**config.mk**
```make
export PLATFORM = sky130hd
export DESIGN_NAME = sbpr_socket_regs
export DESIGN_NICKNAME = d
export VERILOG_FILES = /design/src/hdl/sbpr_socket_regs.v
export VERILOG_INCLUDE_DIRS = /design/src /design/src/inc
export SDC_FILE = /design/constraint.sdc
export NUM_CORES = 1
export LEC_CHECK = 0
export BUFFER_PORTS_ARGS = -buffer_cell sky130_fd_sc_hd__buf_2
export CAP_MARGIN = 20
export CELL_PAD_IN_SITES_DETAIL_PLACEMENT = 0
export CELL_PAD_IN_SITES_GLOBAL_PLACEMENT = 2
export CORE_MARGIN = 2
export CORE_UTILIZATION = 36
export CTS_BUF_LIST = sky130_fd_sc_hd__clkbuf_4 sky130_fd_sc_hd__clkbuf_8
export CTS_CLUSTER_SIZE = 14
export DETAILED_ROUTE_END_ITERATION = 16
export GPL_TIMING_DRIVEN = 0
export PLACE_DENSITY = 0.81
export RECOVER_POWER = 100
export SYNTH_ARGS = -nofsm -noshare
export SYNTH_HDL_FRONTEND = slang
export SYNTH_SLANG_ARGS = --single-unit
```
**constraint.sdc**
```tcl
create_clock -name sys_clk -period 11 [get_ports sys_clk]
set_input_delay 2.2 -clock sys_clk [delete_from_list [all_inputs] [get_ports sys_clk]]
set_output_delay 2.2 -clock sys_clk [all_outputs]
set_load 0.005 [all_outputs]
```
**src/inc/sbpr_defs.vh**
```
// Offsets, field positions, reset values and codes of the socket pointer register bank
`ifndef SBPR_DEFS_VH
`define SBPR_DEFS_VH
`define SBPR_OFF_TXBUF_SIZE 8'h1f
`define SBPR_OFF_TX_FREE_HI 8'h20
`define SBPR_OFF_TX_FREE_LO 8'h21
`define SBPR_OFF_TX_RD_HI 8'h22
`define SBPR_OFF_TX_RD_LO 8'h23
`define SBPR_OFF_TX_WR_HI 8'h24
`define SBPR_OFF_TX_WR_LO 8'h25
`define SBPR_OFF_RX_SIZE_HI 8'h26
`define SBPR_OFF_RX_SIZE_LO 8'h27
`define SBPR_OFF_RX_RD_HI 8'h28
`define SBPR_OFF_RX_RD_LO 8'h29
`define SBPR_OFF_RX_WR_HI 8'h2a
`define SBPR_OFF_RX_WR_LO 8'h2b
`define SBPR_OFF_INT_MASK 8'h2c
`define SBPR_OFF_FRAG_HI 8'h2d
`define SBPR_OFF_FRAG_LO 8'h2e
`define SBPR_OFF_OPT_TWO 8'h2f
`define SBPR_RST_TXBUF_SIZE 8'h02
`define SBPR_RST_INT_MASK 8'hff
`define SBPR_RST_FRAG 16'h4000
`define SBPR_RST_OPT_TWO 8'h00
`define SBPR_RST_TX_FREE 16'h0800
`define SBPR_INT_MASK_BITS 8'h1f
`define SBPR_OPT_TWO_BITS 8'h73
`define SBPR_OPT_BCAST_MAC 6
`define SBPR_OPT_MCAST_MAC 5
`define SBPR_OPT_V6_MAC 4
`define SBPR_OPT_UDP_BCAST 1
`define SBPR_OPT_PUSH 1
`define SBPR_OPT_UNICAST 0
`define SBPR_MODE_CLOSED 3'h0
`define SBPR_MODE_TCP 3'h1
`define SBPR_MODE_UDP 3'h2
`define SBPR_MODE_UDP_MCAST 3'h3
`define SBPR_MODE_RAW_IP 3'h4
`define SBPR_MODE_RAW_MAC 3'h5
`define SBPR_TX_MEM_BASE 16'h0000
`define SBPR_MAX_TOTAL_KB 5'h08
`endif

```
**src/hdl/sbpr_socket_regs.v**
```verilog
// Per-socket buffer pointer, mask, fragment and option register bank
`timescale 1ns/1ps
`default_nettype none
`include "sbpr_defs.vh"

// Overview of operation
// - Size codes 0,1,2,4,8 give that many KB
// - Transmit regions laid out socket 0 upward
// - UDP/raw free space is abs(wr-rd)+1
// - TCP free space uses ack pointer
// - Read pointer set at open, TCP setup
// - Send done: read pointer to write, flag
// - Received size is abs(rx wr - rx rd)
// - Stored data advances receive write pointer
// - Mask gates five interrupt flags
// - Fragment field into IP header, reset 4000
// - Raw MAC bit 6 blocks broadcast
// - Raw MAC bit 5 blocks multicast
// - Raw MAC bit 4 blocks IPv6
// - UDP bit 1 blocks broadcast
// - TCP bit 1 forces PSH flag
// - UDP multicast bit 0 blocks unicast
// - Transmit buffer is a ring: base plus masked pointer
module sbpr_socket_regs (
    input wire sys_clk,
    input wire rst,
    input wire [1:0] socket_index,
    input wire [7:0] reg_addr,
    input wire [7:0] reg_wdata,
    input wire reg_wr,
    input wire reg_rd,
    output reg [7:0] reg_rdata,
    input wire [7:0] size_sel_s0,
    input wire [7:0] size_sel_s1,
    input wire [7:0] size_sel_s2,
    input wire [2:0] socket_mode,
    input wire open_cmd,
    input wire receive_done_cmd,
    input wire tcp_setup_load,
    input wire [15:0] tcp_setup_value,
    input wire tcp_ack_load,
    input wire [15:0] tcp_ack_value,
    input wire tx_done,
    input wire rx_store,
    input wire [15:0] rx_store_len,
    input wire [4:0] socket_int_flags,
    input wire rx_is_bcast,
    input wire rx_is_mcast,
    input wire rx_is_v6,
    input wire rx_is_udp_bcast,
    input wire rx_is_unicast,
    input wire [15:0] tx_ptr_in,
    input wire [15:0] rx_ptr_in,
    output wire transmit_complete_flag,
    output wire [4:0] int_pending,
    output wire socket_int,
    output reg [15:0] tx_free_space,
    output reg [15:0] rx_received_size,
    output reg [15:0] tx_buffer_base,
    output reg [15:0] tx_buffer_mask,
    output reg [15:0] tx_phys_addr,
    output reg [15:0] rx_phys_addr,
    output reg size_total_error,
    output wire [15:0] ip_frag_field,
    output wire rx_frame_drop,
    output wire force_push
);

    reg [7:0] tx_buffer_size_sel_r;
    reg [15:0] tx_read_pointer_r;
    reg [15:0] tx_write_pointer_r;
    reg [15:0] rx_read_pointer_r;
    reg [15:0] rx_read_shadow_r;
    reg [15:0] rx_write_pointer_r;
    reg [15:0] tcp_ack_pointer_r;
    reg [7:0] socket_int_mask_r;
    reg [15:0] ip_fragment_offset_r;
    reg [7:0] socket_option_two_r;
    reg [7:0] option_live_r;
    reg send_ok_r;
    reg [7:0] rdata_nxt;
    reg [15:0] free_nxt;
    reg [15:0] base_nxt;
    reg opened_r;
    wire [4:0] kb_s0;
    wire [4:0] kb_s1;
    wire [4:0] kb_s2;
    wire [4:0] kb_own;
    wire [15:0] own_mask;
    wire [6:0] total_kb;
    wire mode_tcp;
    wire mode_udp;
    wire mode_udp_mcast;
    wire mode_raw_mac;
    wire wr_size_sel;
    wire wr_tx_wr_hi;
    wire wr_tx_wr_lo;
    wire wr_rx_rd_hi;
    wire wr_rx_rd_lo;
    wire wr_int_mask;
    wire wr_frag_hi;
    wire wr_frag_lo;
    wire wr_opt_two;
    wire drop_bcast;
    wire drop_mcast;
    wire drop_v6;
    wire drop_udp_bcast;
    wire drop_unicast;

    // Size code to kilobytes; illegal codes give no memory
    function [4:0] size_kb;
        input [7:0] code;
        begin
            case (code)
                8'h01: size_kb = 5'h01;
                8'h02: size_kb = 5'h02;
                8'h04: size_kb = 5'h04;
                8'h08: size_kb = 5'h08;
                default: size_kb = 5'h00;
            endcase
        end
    endfunction

    function [15:0] abs_diff;
        input [15:0] a;
        input [15:0] b;
        begin
            abs_diff = (a >= b) ? (a - b) : (b - a);
        end
    endfunction

    function [15:0] kb_bytes;
        input [4:0] kb;
        begin
            kb_bytes = {1'b0, kb, 10'h000};
        end
    endfunction

    // Write strobe aimed at one offset
    function wr_hit;
        input [7:0] addr;
        input [7:0] offset;
        input strobe;
        begin
            wr_hit = strobe && (addr == offset);
        end
    endfunction

    // Decoded write strobes
    assign wr_size_sel = wr_hit(reg_addr, `SBPR_OFF_TXBUF_SIZE, reg_wr);
    assign wr_tx_wr_hi = wr_hit(reg_addr, `SBPR_OFF_TX_WR_HI, reg_wr);
    assign wr_tx_wr_lo = wr_hit(reg_addr, `SBPR_OFF_TX_WR_LO, reg_wr);
    assign wr_rx_rd_hi = wr_hit(reg_addr, `SBPR_OFF_RX_RD_HI, reg_wr);
    assign wr_rx_rd_lo = wr_hit(reg_addr, `SBPR_OFF_RX_RD_LO, reg_wr);
    assign wr_int_mask = wr_hit(reg_addr, `SBPR_OFF_INT_MASK, reg_wr);
    assign wr_frag_hi = wr_hit(reg_addr, `SBPR_OFF_FRAG_HI, reg_wr);
    assign wr_frag_lo = wr_hit(reg_addr, `SBPR_OFF_FRAG_LO, reg_wr);
    assign wr_opt_two = wr_hit(reg_addr, `SBPR_OFF_OPT_TWO, reg_wr);

    // Mode decodes
    assign mode_tcp = (socket_mode == `SBPR_MODE_TCP);
    assign mode_udp = (socket_mode == `SBPR_MODE_UDP);
    assign mode_udp_mcast = (socket_mode == `SBPR_MODE_UDP_MCAST);
    assign mode_raw_mac = (socket_mode == `SBPR_MODE_RAW_MAC);

    // Buffer sizes in kilobytes
    assign kb_s0 = size_kb(size_sel_s0);
    assign kb_s1 = size_kb(size_sel_s1);
    assign kb_s2 = size_kb(size_sel_s2);
    assign kb_own = size_kb(tx_buffer_size_sel_r);
    assign own_mask = kb_bytes(kb_own) - 16'h0001;
    assign total_kb = {2'b00, kb_s0} + {2'b00, kb_s1} + {2'b00, kb_s2} + {2'b00, kb_own};

    // Host-written configuration registers
    always @(posedge sys_clk or posedge rst) begin
        if (rst) begin
            tx_buffer_size_sel_r <= `SBPR_RST_TXBUF_SIZE;
            socket_int_mask_r <= `SBPR_RST_INT_MASK;
            ip_fragment_offset_r <= `SBPR_RST_FRAG;
            socket_option_two_r <= `SBPR_RST_OPT_TWO;
            option_live_r <= `SBPR_RST_OPT_TWO;
            opened_r <= 1'b0;
        end else begin
            if (wr_size_sel) begin
                tx_buffer_size_sel_r <= reg_wdata;
            end
            if (wr_int_mask) begin
                socket_int_mask_r <= reg_wdata & `SBPR_INT_MASK_BITS;
            end
            if (wr_frag_hi) begin
                ip_fragment_offset_r[15:8] <= reg_wdata;
            end
            if (wr_frag_lo) begin
                ip_fragment_offset_r[7:0] <= reg_wdata;
            end
            if (wr_opt_two) begin
                socket_option_two_r <= reg_wdata & `SBPR_OPT_TWO_BITS;
            end
            // Options only reach the filters when the socket opens
            if (open_cmd) begin
                option_live_r <= socket_option_two_r;
                opened_r <= 1'b1;
            end
        end
    end

    // Transmit pointers; open has priority over every other load
    always @(posedge sys_clk or posedge rst) begin
        if (rst) begin
            tx_read_pointer_r <= 16'h0000;
            tx_write_pointer_r <= 16'h0000;
            tcp_ack_pointer_r <= 16'h0000;
            send_ok_r <= 1'b0;
        end else begin
            send_ok_r <= tx_done && !open_cmd;
            if (open_cmd) begin
                tx_read_pointer_r <= tx_ptr_in;
                tx_write_pointer_r <= tx_ptr_in;
                tcp_ack_pointer_r <= tx_ptr_in;
            end else begin
                if (wr_tx_wr_hi) begin
                    tx_write_pointer_r[15:8] <= reg_wdata;
                end
                if (wr_tx_wr_lo) begin
                    tx_write_pointer_r[7:0] <= reg_wdata;
                end
                if (tcp_setup_load) begin
                    tx_read_pointer_r <= tcp_setup_value;
                    tcp_ack_pointer_r <= tcp_setup_value;
                end else begin
                    if (tx_done) begin
                        tx_read_pointer_r <= tx_write_pointer_r;
                    end
                    if (tcp_ack_load) begin
                        tcp_ack_pointer_r <= tcp_ack_value;
                    end
                end
            end
        end
    end

    // Receive pointers; host writes land in a shadow until receive-done
    always @(posedge sys_clk or posedge rst) begin
        if (rst) begin
            rx_read_pointer_r <= 16'h0000;
            rx_read_shadow_r <= 16'h0000;
            rx_write_pointer_r <= 16'h0000;
        end else begin
            if (open_cmd) begin
                rx_read_pointer_r <= rx_ptr_in;
                rx_read_shadow_r <= rx_ptr_in;
                rx_write_pointer_r <= rx_ptr_in;
            end else begin
                if (wr_rx_rd_hi) begin
                    rx_read_shadow_r[15:8] <= reg_wdata;
                end
                if (wr_rx_rd_lo) begin
                    rx_read_shadow_r[7:0] <= reg_wdata;
                end
                if (receive_done_cmd) begin
                    rx_read_pointer_r <= rx_read_shadow_r;
                end
                if (rx_store) begin
                    rx_write_pointer_r <= rx_write_pointer_r + rx_store_len;
                end
            end
        end
    end

    assign transmit_complete_flag = send_ok_r;
    assign int_pending = socket_int_flags & socket_int_mask_r[4:0];
    assign socket_int = |int_pending;
    assign ip_frag_field = ip_fragment_offset_r;

    // Receive filtering and push forcing from options captured at open
    assign drop_bcast = mode_raw_mac &&
        option_live_r[`SBPR_OPT_BCAST_MAC] && rx_is_bcast;
    assign drop_mcast = mode_raw_mac &&
        option_live_r[`SBPR_OPT_MCAST_MAC] && rx_is_mcast;
    assign drop_v6 = mode_raw_mac &&
        option_live_r[`SBPR_OPT_V6_MAC] && rx_is_v6;
    assign drop_udp_bcast = mode_udp &&
        option_live_r[`SBPR_OPT_UDP_BCAST] && rx_is_udp_bcast;
    assign drop_unicast = mode_udp_mcast &&
        option_live_r[`SBPR_OPT_UNICAST] && rx_is_unicast;
    assign rx_frame_drop = drop_bcast || drop_mcast || drop_v6 ||
        drop_udp_bcast || drop_unicast;
    assign force_push = mode_tcp && option_live_r[`SBPR_OPT_PUSH];

    // Free space keeps its reset value until the socket is first opened
    always @* begin
        if (!opened_r) begin
            free_nxt = `SBPR_RST_TX_FREE;
        end else if (mode_tcp) begin
            free_nxt = abs_diff(tx_write_pointer_r, tcp_ack_pointer_r) + 16'h0001;
        end else begin
            free_nxt = abs_diff(tx_write_pointer_r, tx_read_pointer_r) + 16'h0001;
        end
    end

    // Region base follows the regions of lower sockets
    always @* begin
        case (socket_index)
            2'h0: base_nxt = `SBPR_TX_MEM_BASE;
            2'h1: base_nxt = `SBPR_TX_MEM_BASE + kb_bytes(kb_s0);
            2'h2: base_nxt = `SBPR_TX_MEM_BASE + kb_bytes(kb_s0) + kb_bytes(kb_s1);
            default: base_nxt = `SBPR_TX_MEM_BASE + kb_bytes(kb_s0) + kb_bytes(kb_s1) +
                kb_bytes(kb_s2);
        endcase
    end

    // Derived values registered so data outputs come from flip-flops
    always @(posedge sys_clk or posedge rst) begin
        if (rst) begin
            tx_free_space <= `SBPR_RST_TX_FREE;
            rx_received_size <= 16'h0000;
            tx_buffer_base <= 16'h0000;
            tx_buffer_mask <= 16'h0000;
            tx_phys_addr <= 16'h0000;
            rx_phys_addr <= 16'h0000;
            size_total_error <= 1'b0;
        end else begin
            tx_free_space <= free_nxt;
            rx_received_size <= abs_diff(rx_write_pointer_r, rx_read_pointer_r);
            tx_buffer_base <= base_nxt;
            tx_buffer_mask <= own_mask;
            tx_phys_addr <= base_nxt + (tx_read_pointer_r & own_mask);
            rx_phys_addr <= rx_read_pointer_r;
            // Sum is wide enough that four 8KB codes cannot wrap to zero
            size_total_error <= total_kb > {2'b00, `SBPR_MAX_TOTAL_KB};
        end
    end

    // Read data one cycle after the read strobe; unmapped reads give zero
    always @* begin
        case (reg_addr)
            `SBPR_OFF_TXBUF_SIZE: rdata_nxt = tx_buffer_size_sel_r;
            `SBPR_OFF_TX_FREE_HI: rdata_nxt = free_nxt[15:8];
            `SBPR_OFF_TX_FREE_LO: rdata_nxt = free_nxt[7:0];
            `SBPR_OFF_TX_RD_HI: rdata_nxt = tx_read_pointer_r[15:8];
            `SBPR_OFF_TX_RD_LO: rdata_nxt = tx_read_pointer_r[7:0];
            `SBPR_OFF_TX_WR_HI: rdata_nxt = tx_write_pointer_r[15:8];
            `SBPR_OFF_TX_WR_LO: rdata_nxt = tx_write_pointer_r[7:0];
            `SBPR_OFF_RX_SIZE_HI: rdata_nxt = rx_received_size[15:8];
            `SBPR_OFF_RX_SIZE_LO: rdata_nxt = rx_received_size[7:0];
            `SBPR_OFF_RX_RD_HI: rdata_nxt = rx_read_shadow_r[15:8];
            `SBPR_OFF_RX_RD_LO: rdata_nxt = rx_read_shadow_r[7:0];
            `SBPR_OFF_RX_WR_HI: rdata_nxt = rx_write_pointer_r[15:8];
            `SBPR_OFF_RX_WR_LO: rdata_nxt = rx_write_pointer_r[7:0];
            `SBPR_OFF_INT_MASK: rdata_nxt = socket_int_mask_r;
            `SBPR_OFF_FRAG_HI: rdata_nxt = ip_fragment_offset_r[15:8];
            `SBPR_OFF_FRAG_LO: rdata_nxt = ip_fragment_offset_r[7:0];
            `SBPR_OFF_OPT_TWO: rdata_nxt = socket_option_two_r;
            default: rdata_nxt = 8'h00;
        endcase
    end

    always @(posedge sys_clk or posedge rst) begin
        if (rst) begin
            reg_rdata <= 8'h00;
        end else if (reg_rd) begin
            reg_rdata <= rdata_nxt;
        end else begin
            reg_rdata <= 8'h00;
        end
    end

endmodule // sbpr_socket_regs
`default_nettype wire

```
==> out/metrics.yaml <==
p_per_area_nw_per_um2: 174
slowest_delay_ns: 2.53
htreeDepth: 2
clkLatencyLatePin_ns: 0.62
clk_pin_slew_worst_paths_ns: 0.06
first_iter_violations: 1196
synth_compound_area_share_pct: 22.2
fillers: 4696
synthMuxAreaShare_pct: 6.99
worst_pin_slew_ns: 4.61
cts_hold_buf: 0
slew_violations: 227
relSlewSlack_pct: -209
crit_arrival_ns: 7.54
setup_viol: 0
cp-start-kind: "primary input"
worstPathRequired_ns: 11.03
clock_path_buffers: 3
routabilityCongestion: 0.964
die_x_um: 218
critical_path_class: "in -> async"
grt_pass1_vias: 15503
syn_area_um2: 16500
cts_sinks: 224
cts_setup_buffers: 0
timing.final.crit_period_ns: 7.51
grt_pass1_wl_mm: 97.5
initial_core_util_pct: 36.4
cts_tree: "done"
placedCellCount: 2706
post_cts_resized: 0
min_from: "rx_read_pointer_r[15]"
ant_nets: 0
status: "finished, violations left"
stdcell_count: 2787
port_buffers: 259
wl_per_cell_um: 24.0
ys_async_sr_fraction_pct: 100
violations: "max-capacitance violations, max-slew violations"
ys.warnings.count: 0
core_area_um2: 45400
max-cap-violations: 2
yosysSeqAreaShare_pct: 34.0
first_pass_iters: 7
hp-class: "reg -> reg"
leakagePower_nw: 9.20
hold_violations: 0
synthToLayoutAreaGrowth_pct: 18.2
finalCritPeriodShare_pct: 68.3
synth_simple_gate_area_share_pct: 14.9
worstSetupStartpoint: "rst"
path_cells: "buf_2, clkinvlp_2, clkbuf_2"
ir_drop_uv: 98.1
die_area_um2: 47600
drive_above_1_share_pct: 18.5
syn_area_per_cell_um2: 9.00
final_util_pct: 43.0
antenna_found_initial: 3
synth-xor-area-share_pct: 3.76
num_io_pins: 275
grt_max_degree: 126
cts_buffers: 43
synth_cell_types: 90
synth_fa_ha_area_share_pct: 11.9
synth_top_family_by_area: "compound AO/OA/AOI/OAI gates"
rsz0062_at_grt: "false"
num_vias: 15294
synth-seq-cells: 224
synthFlopType: "dfrtp_1"
grt-ovfl-total: 0
totalWireLength_mm: 66.8
skew_ns: 0.0256
cp_slowest_cell: "clkinvlp_2"
drc: 0
netlist_instances: 1836
fmax_ghz: 0.133
reg2reg_from: "tx_write_pointer_r[0]"
grt.total_usage_pct: 27.9
cts_root_buf: "clkbuf_8"
die_h_um: 218
fin_nets: 2444
path_max_fanout: 125
via_per_inst: 5.49
crit_path_end_kind: "asynchronous set/reset pin"
synth_enable_flop_cells: 0
dp_hpwl_mm: 54.8
rows: 78
==> synthesized netlist by cell type (32+ instances only) <==
master      n  area, µm²
xnor2_1    45        394
nand2_1   134        503
mux2_2     60        676
o21ai_0   109        546
nor3_1     36        180
nor2b_1    34        213
o22a_1     32        280
ha_1      129       1610
inv_1     143        537
mux2i_1    40        400
dfrtp_1   215       5380
nor2_1    112        420
a21oi_1   190        951
clkbuf_1   59        221
==> critical path, delay by kind of cell <==
family	cells	cell delay, ns
buffers and inverters	3	5.10
==> per-stage QoR <==
step | worst slack, ns | power, mW | instance area (µm²) | hold WS, ns | setup TNS (ns)
finish | 3.49 | 3.40 | 19500 | 0.376 | 0
global route | 2.29 | 3.59 | 19500 | 0.405 | 0
CTS | 4.62 | 3.44 | 19700 | 0.378 | 0
detailed placement | 4.16 | 2.41 | 18600 | 0.364 | 0
global placement | -0.0251 | 2.41 | 18600 | 0.365 | -1.18
floorplan | 2.68 | 1.90 | 16600 | 0.354 | 0
==> power by group <==
group / internal, mW / switching (mW)
Sequential: 0.952 / 0.135
Combinational: 0.505 / 0.793
Clock: 0.609 / 0.406
==> logic make-up after synthesis <==
kind of cell	after synthesis
compound gates	561
simple gates	482
other cells	2
buf+inv	245
fa+ha+maj	147
mux	104
flops	224
xor+xnor	71
==> cell usage in the layout (no fill, tap or decap), types with 20 or more instances in the layout <==
cell type    n
dfrtp_1    215
buf_2      211
a21oi_1    190
inv_1      142
nand2_1    134
ha_1       129
clkbuf_1   128
nor2_1     112
o21ai_0    111
mux2_2      60
clkbuf_8    55
xnor2_1     45
mux2i_1     40
nor3_1      36
nor2b_1     34
o22a_1      32
a211oi_1    31
nand3_1     27
xor2_1      26
a21o_1      22
nand2b_1    22
a22oi_1     20
==> path summary, 6_finish.rpt <==
kind / endpoint / slack, ns / depth (start not counted)
worst max-delay path: tx_read_pointer_r[1] / 3.49 / 3
worst min-delay path: rx_phys_addr[15] / 0.38 / 0
worst max register to register: reg_rdata[7] / 5.31 / 16
worst min register to register: rx_phys_addr[15] / 0.38 / 0
max in group sys_clk: force_push / 4.64 / 6
min in group asynchronous: rx_read_pointer_r[12] / 2.99 / 2
==> sequential cells by signal (all words and copies together), names as in the netlist, 6 cells and up <==
| name | cells |
|---|---|
| tx_write_pointer_r | 16 |
| rx_write_pointer_r | 16 |
| rx_phys_addr | 16 |
| tx_read_pointer_r | 16 |
| rx_received_size | 16 |
| ip_frag_field | 16 |
| tx_free_space | 16 |
| tx_phys_addr | 16 |
| socket_int_mask_r | 6 |
| tx_buffer_size_sel_r | 8 |
| tx_buffer_mask | 7 |
| tx_buffer_base | 6 |
| rx_read_shadow_r | 16 |
| tcp_ack_pointer_r | 16 |
| rx_read_pointer_r | 16 |
| reg_rdata | 8 |
==> area by class of cell <==
cell class	count	area, µm²	share of cell area [%]
multi-input combinational	1376	9860	50.5
antenna	1	2.50	0.0128
inverter	143	538	2.76
timing repair buffer	262	1230	6.32
sequential	224	5620	28.8
tap	600	751	3.84
clock buffer	59	787	4.03
buffer	102	477	2.44
clock inverter	20	262	1.34
==> layer usage <==
metal	up-vias	wire, µm	global-route usage [%]	part of all wire (%)
met4	4	2950	12.3	4.4
met1	7520	27900	34.3	42
met5	-	31	0	0.046
met2	448	33100	48.6	50
li1	7199	-	-	-
met3	123	2830	3.55	4.2
Note: power is estimated with default switching activity, not from simulation.
